**src/common/adt_defines.svh**
```systemverilog
// Register map, field positions, reset values and limits of the analog differential trigger.
`ifndef ADT_DEFINES_SVH
`define ADT_DEFINES_SVH

// ----------------------------------------------------------------
// Register bus
// ----------------------------------------------------------------
`define ADT_AW            4
`define ADT_DW            32
`define ADT_REG_CTRL      4'h0
`define ADT_REG_GAIN      4'h1
`define ADT_REG_OFFSET    4'h2
`define ADT_REG_ON        4'h3
`define ADT_REG_DELTA     4'h4
`define ADT_REG_DECIMALS  4'h5
`define ADT_REG_SOURCE    4'h6
`define ADT_REG_PERIOD    4'h7
`define ADT_REG_STATUS    4'h8
`define ADT_REG_WORK      4'h9
`define ADT_REG_OFF       4'hA

// ----------------------------------------------------------------
// Field positions
// ----------------------------------------------------------------
`define ADT_CTRL_EN_BIT   0
`define ADT_SRC_KIND_LSB  0
`define ADT_SRC_IDX_LSB   8
`define ADT_STAT_Q_BIT    0
`define ADT_STAT_WIN_BIT  1

// ----------------------------------------------------------------
// Reset values
// ----------------------------------------------------------------
`define ADT_CTRL_EN_RST   1'h1
`define ADT_GAIN_RST      16'sh0064
`define ADT_PERIOD_RST    16'h0032

// ----------------------------------------------------------------
// Limits and scaling
// ----------------------------------------------------------------
`define ADT_GAIN_LIM      32'sh000003E8
`define ADT_OFFSET_LIM    32'sh00002710
`define ADT_THR_LIM       32'sh00004E20
`define ADT_DEC_MAX       32'sh00000003
`define ADT_SENSOR_MAX    10'h3E8
`define ADT_GAIN_SCALE    32'sh00000064
`define ADT_SENSOR_W      10
`define ADT_VAL_W         16

`endif

```
**src/common/adt_pkg.sv**
```systemverilog
// Types and helpers shared by the analog differential trigger modules.
package adt_pkg;

	typedef enum logic [2:0] {
		adt_src_sensor,
		adt_src_flag,
		adt_src_net_in,
		adt_src_aout,
		adt_src_net_out,
		adt_src_block
	} adt_src_t;

	// Saturates a written value to the symmetric range of its setting.
	function automatic logic signed [15:0] adt_clamp(input logic signed [31:0] v, input logic signed [31:0] lim);
		logic signed [31:0] r;
		r = v;
		if (v > lim) begin
			r = lim;
		end else if (v < -lim) begin
			r = -lim;
		end
		return r[15:0];
	endfunction : adt_clamp

endpackage : adt_pkg

```
**src/verilog/adt_scale.sv**
```systemverilog
// Gain and offset scaling of the selected analog value, in hundredths.
`timescale 1ns/10ps
`include "adt_defines.svh"
module adt_scale
	import adt_pkg::*;
(
	input  wire logic signed [15:0] i_x,
	input  wire logic signed [15:0] i_gain,
	input  wire logic signed [15:0] i_offset,
	output logic signed      [31:0] o_work
);

	// The gain holds hundredths, so the offset is lifted by the same factor and no fraction is lost.
	always_comb begin
		o_work = 32'(i_x) * 32'(i_gain) + 32'(i_offset) * `ADT_GAIN_SCALE;
	end

endmodule : adt_scale

```
**src/verilog/adt_trigger.sv**
```systemverilog
// Analog differential trigger: source select, scaling, hysteresis or window switch, registers.
`timescale 1ns/10ps
`include "adt_defines.svh"
module adt_trigger
	import adt_pkg::*;
(
	input  wire logic                      i_mclk,
	input  wire logic                      i_rst_b,
	input  wire logic [`ADT_AW-1:0]        i_addr,
	input  wire logic [`ADT_DW-1:0]        i_wdata,
	input  wire logic                      i_wr,
	input  wire logic                      i_rd,
	output logic      [`ADT_DW-1:0]        o_rdata,
	input  wire logic [8*`ADT_SENSOR_W-1:0] i_sensor_voltage_inputs,
	input  wire logic [16*`ADT_VAL_W-1:0]  i_analog_flags,
	input  wire logic [32*`ADT_VAL_W-1:0]  i_network_inputs,
	input  wire logic [2*`ADT_VAL_W-1:0]   i_analog_outputs,
	input  wire logic [16*`ADT_VAL_W-1:0]  i_network_outputs,
	input  wire logic [`ADT_VAL_W-1:0]     i_block_value,
	output logic                           o_q
);

	// ----------------------------------------------------------------
	// Settings registers
	// ----------------------------------------------------------------
	logic               en_ff,       nxt_en;
	logic signed [15:0] gain_ff,     nxt_gain;
	logic signed [15:0] offset_ff,   nxt_offset;
	logic signed [15:0] on_ff,       nxt_on;
	logic signed [15:0] delta_ff,    nxt_delta;
	logic        [1:0]  dec_ff,      nxt_dec;
	logic        [2:0]  src_kind_ff, nxt_src_kind;
	logic        [4:0]  src_idx_ff,  nxt_src_idx;
	logic        [15:0] period_ff,   nxt_period;

	always_comb begin
		nxt_en       = en_ff;
		nxt_gain     = gain_ff;
		nxt_offset   = offset_ff;
		nxt_on       = on_ff;
		nxt_delta    = delta_ff;
		nxt_dec      = dec_ff;
		nxt_src_kind = src_kind_ff;
		nxt_src_idx  = src_idx_ff;
		nxt_period   = period_ff;
		if (i_wr) begin
			unique case (i_addr)
				`ADT_REG_CTRL:     nxt_en = i_wdata[`ADT_CTRL_EN_BIT];
				`ADT_REG_GAIN:     nxt_gain = adt_clamp(i_wdata, `ADT_GAIN_LIM);
				`ADT_REG_OFFSET:   nxt_offset = adt_clamp(i_wdata, `ADT_OFFSET_LIM);
				`ADT_REG_ON:       nxt_on = adt_clamp(i_wdata, `ADT_THR_LIM);
				`ADT_REG_DELTA:    nxt_delta = adt_clamp(i_wdata, `ADT_THR_LIM);
				`ADT_REG_DECIMALS: begin
					if ($signed(i_wdata) > `ADT_DEC_MAX) begin
						nxt_dec = 2'h3;
					end else if ($signed(i_wdata) < 32'sh00000000) begin
						nxt_dec = 2'h0;
					end else begin
						nxt_dec = i_wdata[1:0];
					end
				end
				`ADT_REG_SOURCE: begin
					nxt_src_kind = i_wdata[`ADT_SRC_KIND_LSB +: 3];
					nxt_src_idx  = i_wdata[`ADT_SRC_IDX_LSB +: 5];
				end
				`ADT_REG_PERIOD:   nxt_period = i_wdata[15:0];
				default: begin
				end
			endcase
		end
	end

	always_ff @(posedge i_mclk or negedge i_rst_b) begin
		if (!i_rst_b) begin
			en_ff       <= `ADT_CTRL_EN_RST;
			gain_ff     <= `ADT_GAIN_RST;
			offset_ff   <= 16'sh0000;
			on_ff       <= 16'sh0000;
			delta_ff    <= 16'sh0000;
			dec_ff      <= 2'h0;
			src_kind_ff <= 3'h0;
			src_idx_ff  <= 5'h00;
			period_ff   <= `ADT_PERIOD_RST;
		end else begin
			en_ff       <= nxt_en;
			gain_ff     <= nxt_gain;
			offset_ff   <= nxt_offset;
			on_ff       <= nxt_on;
			delta_ff    <= nxt_delta;
			dec_ff      <= nxt_dec;
			src_kind_ff <= nxt_src_kind;
			src_idx_ff  <= nxt_src_idx;
			period_ff   <= nxt_period;
		end
	end

	// ----------------------------------------------------------------
	// Source selection
	// ----------------------------------------------------------------
	logic signed [15:0] sel_x;
	logic        [9:0]  sensor_raw;

	// The index wraps to the size of each source group.
	always_comb begin
		sensor_raw = i_sensor_voltage_inputs[src_idx_ff[2:0]*`ADT_SENSOR_W +: `ADT_SENSOR_W];
		sel_x      = 16'sh0000;
		case (adt_src_t'(src_kind_ff))
			adt_src_sensor: begin
				sel_x = (sensor_raw > `ADT_SENSOR_MAX) ? 16'sh03E8 : $signed({6'h00, sensor_raw});
			end
			adt_src_flag:    sel_x = i_analog_flags[src_idx_ff[3:0]*`ADT_VAL_W +: `ADT_VAL_W];
			adt_src_net_in:  sel_x = i_network_inputs[src_idx_ff*`ADT_VAL_W +: `ADT_VAL_W];
			adt_src_aout:    sel_x = i_analog_outputs[src_idx_ff[0]*`ADT_VAL_W +: `ADT_VAL_W];
			adt_src_net_out: sel_x = i_network_outputs[src_idx_ff[3:0]*`ADT_VAL_W +: `ADT_VAL_W];
			adt_src_block:   sel_x = i_block_value;
			default:         sel_x = 16'sh0000;
		endcase
	end

	// ----------------------------------------------------------------
	// Scaling and thresholds
	// ----------------------------------------------------------------
	logic signed [31:0] work;
	logic signed [31:0] on_x100;
	logic signed [31:0] off_thr;
	logic signed [31:0] off_x100;
	logic               win_mode;

	adt_scale u_scale (
		.i_x      (sel_x),
		.i_gain   (gain_ff),
		.i_offset (offset_ff),
		.o_work   (work)
	);

	// Thresholds are compared in hundredths so the scaled value needs no division.
	always_comb begin
		off_thr  = 32'(on_ff) + 32'(delta_ff);
		on_x100  = 32'(on_ff) * `ADT_GAIN_SCALE;
		off_x100 = off_thr * `ADT_GAIN_SCALE;
		win_mode = (delta_ff > 16'sh0000);
	end

	// ----------------------------------------------------------------
	// Program cycle divider
	// ----------------------------------------------------------------
	logic [15:0] cnt_ff, nxt_cnt;
	logic        tick_ff, nxt_tick;
	logic [15:0] period_eff;

	always_comb begin
		period_eff = (period_ff == 16'h0000) ? 16'h0001 : period_ff;
		nxt_cnt    = 16'h0000;
		nxt_tick   = 1'b0;
		if (en_ff) begin
			if (cnt_ff >= period_eff - 16'h0001) begin
				nxt_tick = 1'b1;
			end else begin
				nxt_cnt = cnt_ff + 16'h0001;
			end
		end
	end

	always_ff @(posedge i_mclk or negedge i_rst_b) begin
		if (!i_rst_b) begin
			cnt_ff  <= 16'h0000;
			tick_ff <= 1'b0;
		end else begin
			cnt_ff  <= nxt_cnt;
			tick_ff <= nxt_tick;
		end
	end

	// ----------------------------------------------------------------
	// Switching decision
	// ----------------------------------------------------------------
	logic               q_ff, nxt_q;
	logic signed [31:0] work_ff, nxt_work;

	always_comb begin
		nxt_q    = q_ff;
		nxt_work = work_ff;
		if (!en_ff) begin
			nxt_q = 1'b0;
		end else if (tick_ff) begin
			nxt_work = work;
			if (win_mode) begin
				nxt_q = (work >= on_x100) && (work < off_x100);
			end else if (work > on_x100) begin
				nxt_q = 1'b1;
			end else if (work <= off_x100) begin
				nxt_q = 1'b0;
			end
		end
	end

	always_ff @(posedge i_mclk or negedge i_rst_b) begin
		if (!i_rst_b) begin
			q_ff    <= 1'b0;
			work_ff <= 32'sh00000000;
		end else begin
			q_ff    <= nxt_q;
			work_ff <= nxt_work;
		end
	end

	assign o_q = q_ff;

	// ----------------------------------------------------------------
	// Read port
	// ----------------------------------------------------------------
	logic [31:0] rdata_ff, nxt_rdata;

	always_comb begin
		nxt_rdata = 32'h00000000;
		if (i_rd) begin
			unique case (i_addr)
				`ADT_REG_CTRL:     nxt_rdata = {31'h00000000, en_ff};
				`ADT_REG_GAIN:     nxt_rdata = 32'(gain_ff);
				`ADT_REG_OFFSET:   nxt_rdata = 32'(offset_ff);
				`ADT_REG_ON:       nxt_rdata = 32'(on_ff);
				`ADT_REG_DELTA:    nxt_rdata = 32'(delta_ff);
				`ADT_REG_DECIMALS: nxt_rdata = {30'h00000000, dec_ff};
				`ADT_REG_SOURCE:   nxt_rdata = {19'h00000, src_idx_ff, 5'h00, src_kind_ff};
				`ADT_REG_PERIOD:   nxt_rdata = {16'h0000, period_ff};
				`ADT_REG_STATUS:   nxt_rdata = {30'h00000000, win_mode, q_ff};
				`ADT_REG_WORK:     nxt_rdata = work_ff;
				`ADT_REG_OFF:      nxt_rdata = off_thr;
				default:           nxt_rdata = 32'h00000000;
			endcase
		end
	end

	always_ff @(posedge i_mclk or negedge i_rst_b) begin
		if (!i_rst_b) begin
			rdata_ff <= 32'h00000000;
		end else begin
			rdata_ff <= nxt_rdata;
		end
	end

	assign o_rdata = rdata_ff;

	logic signed [31:0] chk_work;

	always_comb begin
		chk_work = 32'(sel_x) * 32'(gain_ff) + 32'(offset_ff) * 32'sh00000064;
	end
endmodule : adt_trigger
```
**config.mk**
```make
export PLATFORM = sky130hd
export DESIGN_NAME = adt_trigger
export DESIGN_NICKNAME = d
export VERILOG_FILES = /design/src/common/adt_pkg.sv /design/src/verilog/adt_scale.sv /design/src/verilog/adt_trigger.sv
export VERILOG_INCLUDE_DIRS = /design/src /design/src/common
export SDC_FILE = /design/constraint.sdc
export NUM_CORES = 2
export LEC_CHECK = 0
export BUFFER_PORTS_ARGS = -buffer_cell sky130_fd_sc_hd__buf_2
export CELL_PAD_IN_SITES_DETAIL_PLACEMENT = 0
export CELL_PAD_IN_SITES_GLOBAL_PLACEMENT = 1
export CORE_AREA = 2 2 474 476
export DETAILED_ROUTE_END_ITERATION = 10
export DIE_AREA = 0 0 476 478
export GPL_ROUTABILITY_DRIVEN = 0
export GPL_TIMING_DRIVEN = 1
export HOLD_SLACK_MARGIN = 0.12
export PLACE_DENSITY = 0.5
export SLEW_MARGIN = 20
export SYNTH_ARGS = -nofsm -noshare
export SYNTH_HDL_FRONTEND = slang
export SYNTH_SLANG_ARGS = --single-unit
```
**constraint.sdc**
```tcl
create_clock -name i_mclk -period 19.2 [get_ports i_mclk]
set_input_delay 1.92 -clock i_mclk [delete_from_list [all_inputs] [get_ports i_mclk]]
set_output_delay 1.92 -clock i_mclk [all_outputs]
set_load 0.01 [all_outputs]
```
======== After elaboration in Yosys (flattened, before gate mapping) ========
Cells that the tools add are included.
storage, ports and cells
  latch bits .............................. 0
  logic and storage cells ................. 96
  register bits ........................... 173
  memories ................................ 0
  input bits .............................. 1,192
  bits in read-only memories .............. 0
  memory bits (writable) .................. 0
cells by class
  shift operators ......................... 5
  equal/unequal tests ..................... 17
  div/mod/pow operators ................... 0
  add/subtract/negate cells ............... 4
  magnitude comparators ................... 15
  reductions and logical operators ........ 14
  bitwise operators ....................... 0
  multiply operators ...................... 5
  muxes and demuxes ....................... 22
operator list
  kind                                                                    count
  256-bit by 9-bit indexed part select with 16-bit output                 2
  512-bit by 10-bit indexed part select with 16-bit output                1
  32-bit case mux with 11 select lines                                    1
  16-bit 2-to-1 mux                                                       9
  16-bit case mux with 6 select lines                                     1
  80-bit by 8-bit indexed part select with 10-bit output                  1
  16-bit by 6-bit multiplier with 22-bit output, second input constant    2
  32-bit by 24-bit adder with 32-bit output                               1
  32-bit by 24-bit >= comparator with 1-bit output                        1
  32-bit by 11-bit > comparator with 1-bit output, second input constant  1
  32-bit by 15-bit > comparator with 1-bit output, second input constant  1
  32-bit by 16-bit > comparator with 1-bit output, second input constant  1
  32-bit by 24-bit > comparator with 1-bit output                         1
  32-bit by 3-bit > comparator with 1-bit output, second input constant   1
  32-bit by 25-bit less-or-equal comparator with 1-bit output             1
  32-bit by 1-bit < comparator with 1-bit output, second input constant   1
  32-bit by 11-bit < comparator with 1-bit output, second input constant  1
  32-bit by 15-bit < comparator with 1-bit output, second input constant  1
  32-bit by 16-bit < comparator with 1-bit output, second input constant  1
  32-bit by 25-bit < comparator with 1-bit output                         1
  16-bit by 16-bit multiplier with 32-bit output                          1
  32-bit 2-to-1 mux                                                       1
  32-bit by 6-bit indexed part select with 16-bit output                  1
  17-bit by 6-bit multiplier with 23-bit output, second input constant    1
  other kinds (24)                                                        48

======== Longest topological paths before layout ========
  depth in word-level cells ............... 13
  gate-level depth with buffers ........... 50
  mapped depth without buffers ............ 48

======== Modules after synthesis ========
A second synthesis with hierarchy kept.
unflattened totals
  cell total of the unflattened synthesis .. 3,350
  area, all modules ....................... 34,805.9 um^2
by module, submodules not included
  module       times used  cells each  area an instance (um^2)
  adt_trigger  1           2,035       22,820.6
  adt_scale    1           1,315       11,985.2

======== Worst setup path after synthesis ========
Ideal clock, no wire load.
  path type ............................... in2reg
  start point ............................. input port i_sensor_voltage_inputs[42]
  end point ............................... register q_ff (netlist: o_q)
  stages on the path ...................... 40
  buffers on the path ..................... 1
  data arrival time ....................... 10.931 ns
  path slack .............................. 8.204 ns
  cells stage by stage .................... nor2_1 nor4b_1 a211oi_1 o221ai_1 a21oi_1 nor2_1 a221o_1 nor3_2 clkbuf_1 nand2b_1 fa_1 fa_1 inv_1 fa_1 fa_1 fa_1 inv_1 fa_1 (+4 left out) o31ai_1 o21ai_0 a211o_1 o311a_1 o21bai_1 xor2_1 ha_1 a21o_1 a211o_1 a21o_1 a21o_1 a21o_1 a21oi_1 nor2_1 a21oi_1 o21ai_1 a2111oi_2 a211o_1
between the ends
  longest elaborated chain between the ends .. 11
  elaborated cells between the ends (all ways) .. 17
  those cells by class .................... add/sub (1); mul (1); order compare (5); eq/ne (1); shift (1); mux (6); reduce/logical (2)
RTL lines
  item                                                                           RTL line                                text
  start, declared                                                                adt_trigger.sv:14                       input wire logic [8*`ADT_SENSOR_W-1:0] i_sensor_voltage_inputs,
  80-bit by 8-bit indexed part select with 10-bit output *                       adt_trigger.sv:105                      sensor_raw = i_sensor_voltage_inputs[src_idx_ff[2:0]*`ADT_SENSOR_W +: `ADT_SENSOR_W];
  10-bit > comparator (no source line)                                           -
  10-bit 2-to-1 mux *                                                            adt_trigger.sv:109                      sel_x = (sensor_raw > `ADT_SENSOR_MAX) ? 16'sh03E8 : $signed({6'h00, sensor_raw});
  16-bit case mux with 6 select lines *                                          adt_trigger.sv:107                      case (adt_src_t'(src_kind_ff))
  16-bit by 16-bit multiplier with 32-bit output *                               -
  32-bit by 24-bit adder with 32-bit output *                                    -
  net u_scale.o_work[26]                                                         adt_scale.sv:10                         output logic signed [31:0] o_work
  32-bit by 24-bit > comparator with 1-bit output, or another cell as far along  adt_trigger.sv:189                      end else if (work > on_x100) begin
  1-bit 2-to-1 mux / 1-bit logical AND (equally long branches)                   adt_trigger.sv:189, adt_trigger.sv:188
  1-bit 2-to-1 mux                                                               adt_trigger.sv:187                      if (win_mode) begin
  1-bit 2-to-1 mux                                                               adt_trigger.sv:185                      end else if (tick_ff) begin
  1-bit 2-to-1 mux                                                               adt_trigger.sv:183                      if (!en_ff) begin
  end signal, assigned                                                           adt_trigger.sv:202                      q_ff <= nxt_q;
  end, declared                                                                  adt_trigger.sv:177                      logic q_ff, nxt_q;
The timed path passes the listed nets; every way through them passes the cells marked *. The select of a mux whose other input is x is not followed.
A chain may end at the register's enable or synchronous reset.

======== Final worst setup path ========
  start point ............................. register src_kind_ff[2]
  end point ............................... register q_ff (netlist: o_q)
between the ends
  longest elaborated chain between the ends .. 9
  elaborated cells between the ends (all ways) .. 20
  those cells by class .................... add/sub (1); mul (1); order compare (4); eq/ne (6); mux (5); reduce/logical (3)
RTL lines
  item                                                                           RTL line                                text
  start, declared                                                                adt_trigger.sv:32                       logic [2:0] src_kind_ff, nxt_src_kind;
  start signal, assigned                                                         adt_trigger.sv:91                       src_kind_ff <= nxt_src_kind;
  3-bit equality test, or another cell as far along                              adt_trigger.sv:107
  16-bit case mux with 6 select lines *                                          adt_trigger.sv:107
  16-bit by 16-bit multiplier with 32-bit output *                               -
  32-bit by 24-bit adder with 32-bit output *                                    -
  net u_scale.o_work[26]                                                         adt_scale.sv:10
  32-bit by 24-bit > comparator with 1-bit output, or another cell as far along  adt_trigger.sv:189
  1-bit 2-to-1 mux / 1-bit logical AND (equally long branches)                   adt_trigger.sv:189, adt_trigger.sv:188
  1-bit 2-to-1 mux                                                               adt_trigger.sv:187
  1-bit 2-to-1 mux                                                               adt_trigger.sv:185
  1-bit 2-to-1 mux                                                               adt_trigger.sv:183
Marks and branches as above.

==> flow_metrics.tcl <==
set metrics [dict create \
    layout-drive-gt1-share_pct 39.19 \
    vias_per_cell 4.642 \
    postCtsSetupBuffers 0 \
    die_x_um 476 \
    drv_slew 0 \
    yosysSeqAreaShare_pct 12.43 \
    synth_ff_type "dfrtp_1" \
    worst_ep_arrival_time_ns 13.41 \
    synth_top_cells_by_area "mux4_2 21%, fa_1 19%, dfrtp_1 12%" \
    dp_hpwl_mm 279.9 \
    crit_type "reg2reg" \
    synth_area_um2 34880 \
    clkTransAtPathRegs_ns 0.08 \
    crit_required_ns 19.58 \
    io_pins 1225 \
    first_pass_iters 8 \
    cts_resized 0 \
    fin_worst_skew_ns 0.01583 \
    startpoint_type "flip-flop" \
    setup_slack_ns 6.164 \
    cp_slowest_cell "buf_4" \
    io_buffers 1224 \
    path_max_fanout 49 \
    synth_edf_count 0 \
    end_kind "flip-flop" \
    avgSynthCellArea_um2 10.25 \
    hold_class "reg2reg" \
    grt_pass1_wl_mm 380.8 \
    yosysTopAreaCell "mux4_2" \
    postCtsHoldBufs 0 \
    core_um2 223200 \
    cts-htree-levels 4 \
    synthArstFlopShare_pct 100.0 \
    insertion_delay_ns 0.49 \
    synthTopCellsByCount "570 x inv_1, 331 x mux4_2, 328 x fa_1" \
    ys_ff_latch 173 \
    tns_ns 0 \
    max_stage_delay_ns 0.74 \
    rsz0062_at_grt "no" \
    grt_pass1_vias 34046 \
    synth_cell_types 86 \
    clock_sinks 173 \
    synth_most_common_cell "inv_1" \
    drc 0 \
    layout_worst_path_cycle_share_pct 67.90 \
    cts_tree "yes" \
    dieArea_um2 227500 \
    clock_path_buffers 2 \
    die_y_um 478 \
    max_cap_viol_count 0 \
    cts_root_buffer "clkbuf_16" \
    fin_nets 6383 \
    ant_nets 0 \
    critPathMostFrequentCell "fa_1" \
    relSlewSlack_pct 22.02 \
    syn_inst 3402 \
    globalRoute.totalOverflow 0 \
    drtIter0Drc 4004 \
    fin_crit_ns 13.04 \
    numCtsBuffers 17 \
    antenna_found_initial 288 \
    area_growth_pct 30.45 \
    avgRoutedWirePerCell_um 39.92 \
    syn_nets 5246 \
    grt.total_usage_pct 26.26 \
    max_freq_mhz 76.71 \
    synth_top_area_share_pct 21.37 \
    start_util_pct 15.63 \
    status "finished, final reports clean" \
    rows 174 \
    hold_viol 0 \
    routed_wl_mm 306.6 \
    grt_max_degree 69 \
    yosysWarningCount 0 \
    routed-via-count 35656 \
    setup_viol 0 \
    worst_pin_slew_ns 1.159 \
    dp_slack_ns 6.214 \
]
## per-stage QoR
stage | instances | instance area, um2 | hold WS [ns] | util [%]
floorplan | 3402 | 34880 | 0.4497 | -
global placement | 7510 | 44580 | 0.4707 | 19.98
detailed placement | 7512 | 44600 | 0.4727 | 19.99
CTS | 7544 | 45160 | 0.4906 | 20.24
global route | 7586 | 45270 | 0.5212 | 20.29
finish | 7681 | 45510 | 0.4866 | 20.39
## sequential cells by signal, summed over array words and instances, names as in the netlist, 2 cells and up
| register | flops |
|---|---|
| delta_ff | 16 |
| o_rdata | 32 |
| on_ff | 16 |
| offset_ff | 16 |
| src_idx_ff | 5 |
| gain_ff | 16 |
| work_ff | 32 |
| dec_ff | 2 |
| src_kind_ff | 3 |
| period_ff | 16 |
| cnt_ff | 16 |
## layer usage
metal  share of wire [%]  routed length, um  vias to the layer above  global-route usage [%]
li1                    -                  -                    14419                       -
met1                  43             131800                    18208                   34.62
met2                  41             126700                     2384                   37.86
met3                  12              36600                      529                   12.48
met4                 3.5              10810                      116                   7.204
met5                0.24                732                        -                       0
## layout by cell type, fill, tap and decap left out, types with 11 or more instances in the layout
cell type / Yosys / routed
inv_1: 570 / 570
nand4_1: 19 / 19
a21oi_1: 147 / 147
o22ai_1: 11 / 11
nand3_1: 34 / 34
nor2b_1: 39 / 39
or3_1: 11 / 11
and3_1: 19 / 19
a21o_1: 46 / 46
xnor2_1: 87 / 87
o21ai_0: 89 / 88
or2_2: 12 / 12
dfrtp_1: 166 / 161
nand2b_1: 26 / 25
buf_2: 58 / 1224
and2_1: 110 / 110
a221oi_1: 15 / 15
mux2i_1: 50 / 49
nor2_1: 144 / 143
clkbuf_16: 0 / 17
fa_1: 328 / 328
o21a_1: 19 / 19
a31oi_1: 21 / 21
nand2_1: 269 / 268
nor4_1: 21 / 21
mux4_2: 331 / 331
xor2_1: 31 / 31
diode_2: 0 / 137
a222oi_1: 12 / 12
buf_4: 15 / 65
mux2_2: 70 / 70
o221ai_2: 1 / 13
ha_1: 324 / 324
a22o_1: 21 / 21
a22oi_1: 15 / 15
o21bai_1: 15 / 15
nor3_1: 32 / 29
## cell type report
type | instances | area [um2]
diodes | 137 | 342.8
clock buffers | 20 | 456.7
clock inverters | 12 | 107.6
fillers | 24842 | 177600
inverters | 571 | 2143
multi-input cells | 2484 | 27700
flip-flops and latches | 173 | 4354
well taps | 2992 | 3744
repair buffers | 1292 | 6656
## logic make-up (layout without fill, tap and decap cells)
| family | count (synthesis) | after routing | share of synthesized area [%] |
|---|---|---|---|
| fa+ha+maj | 654 | 654 | 30.50 |
| other cells | 0 | 137 | 0 |
| xor+xnor | 119 | 119 | 3.009 |
| buf+inv | 745 | 1895 | 8.482 |
| compound gates | 495 | 495 | 9.498 |
| flops | 173 | 173 | 12.43 |
| simple gates | 759 | 759 | 10.56 |
| mux | 457 | 457 | 25.52 |
## worst paths after layout
check                               startpoint     endpoint  slack, ns  cells past startpoint
worst max-delay path            src_kind_ff[2]          o_q       6.16                     43
worst min-delay path                work_ff[0]   work_ff[0]       0.49                      2
worst max register to register  src_kind_ff[2]          o_q       6.16                     43
worst min register to register      work_ff[0]   work_ff[0]       0.49                      2
max in group asynchronous              i_rst_b  work_ff[16]      16.41                      2
min in group asynchronous              i_rst_b   cnt_ff[14]       1.38                      1
## critical path, delay by kind of cell, from the launching register on
kind | cells | cell delay, ns
AOI/OAI and AO/OA | 18 | 3.72
buffers and inverters | 8 | 2.38
DFF | 1 | 0.57
and+or+nand+nor | 4 | 0.60
adders and majority gates | 8 | 3.73
muxes | 4 | 1.51
xor gates and xnor gates | 1 | 0.32
Power is left out: the tool's default activity adds up to more than one toggle a clock period on the data nets, which glitch-free logic cannot reach.
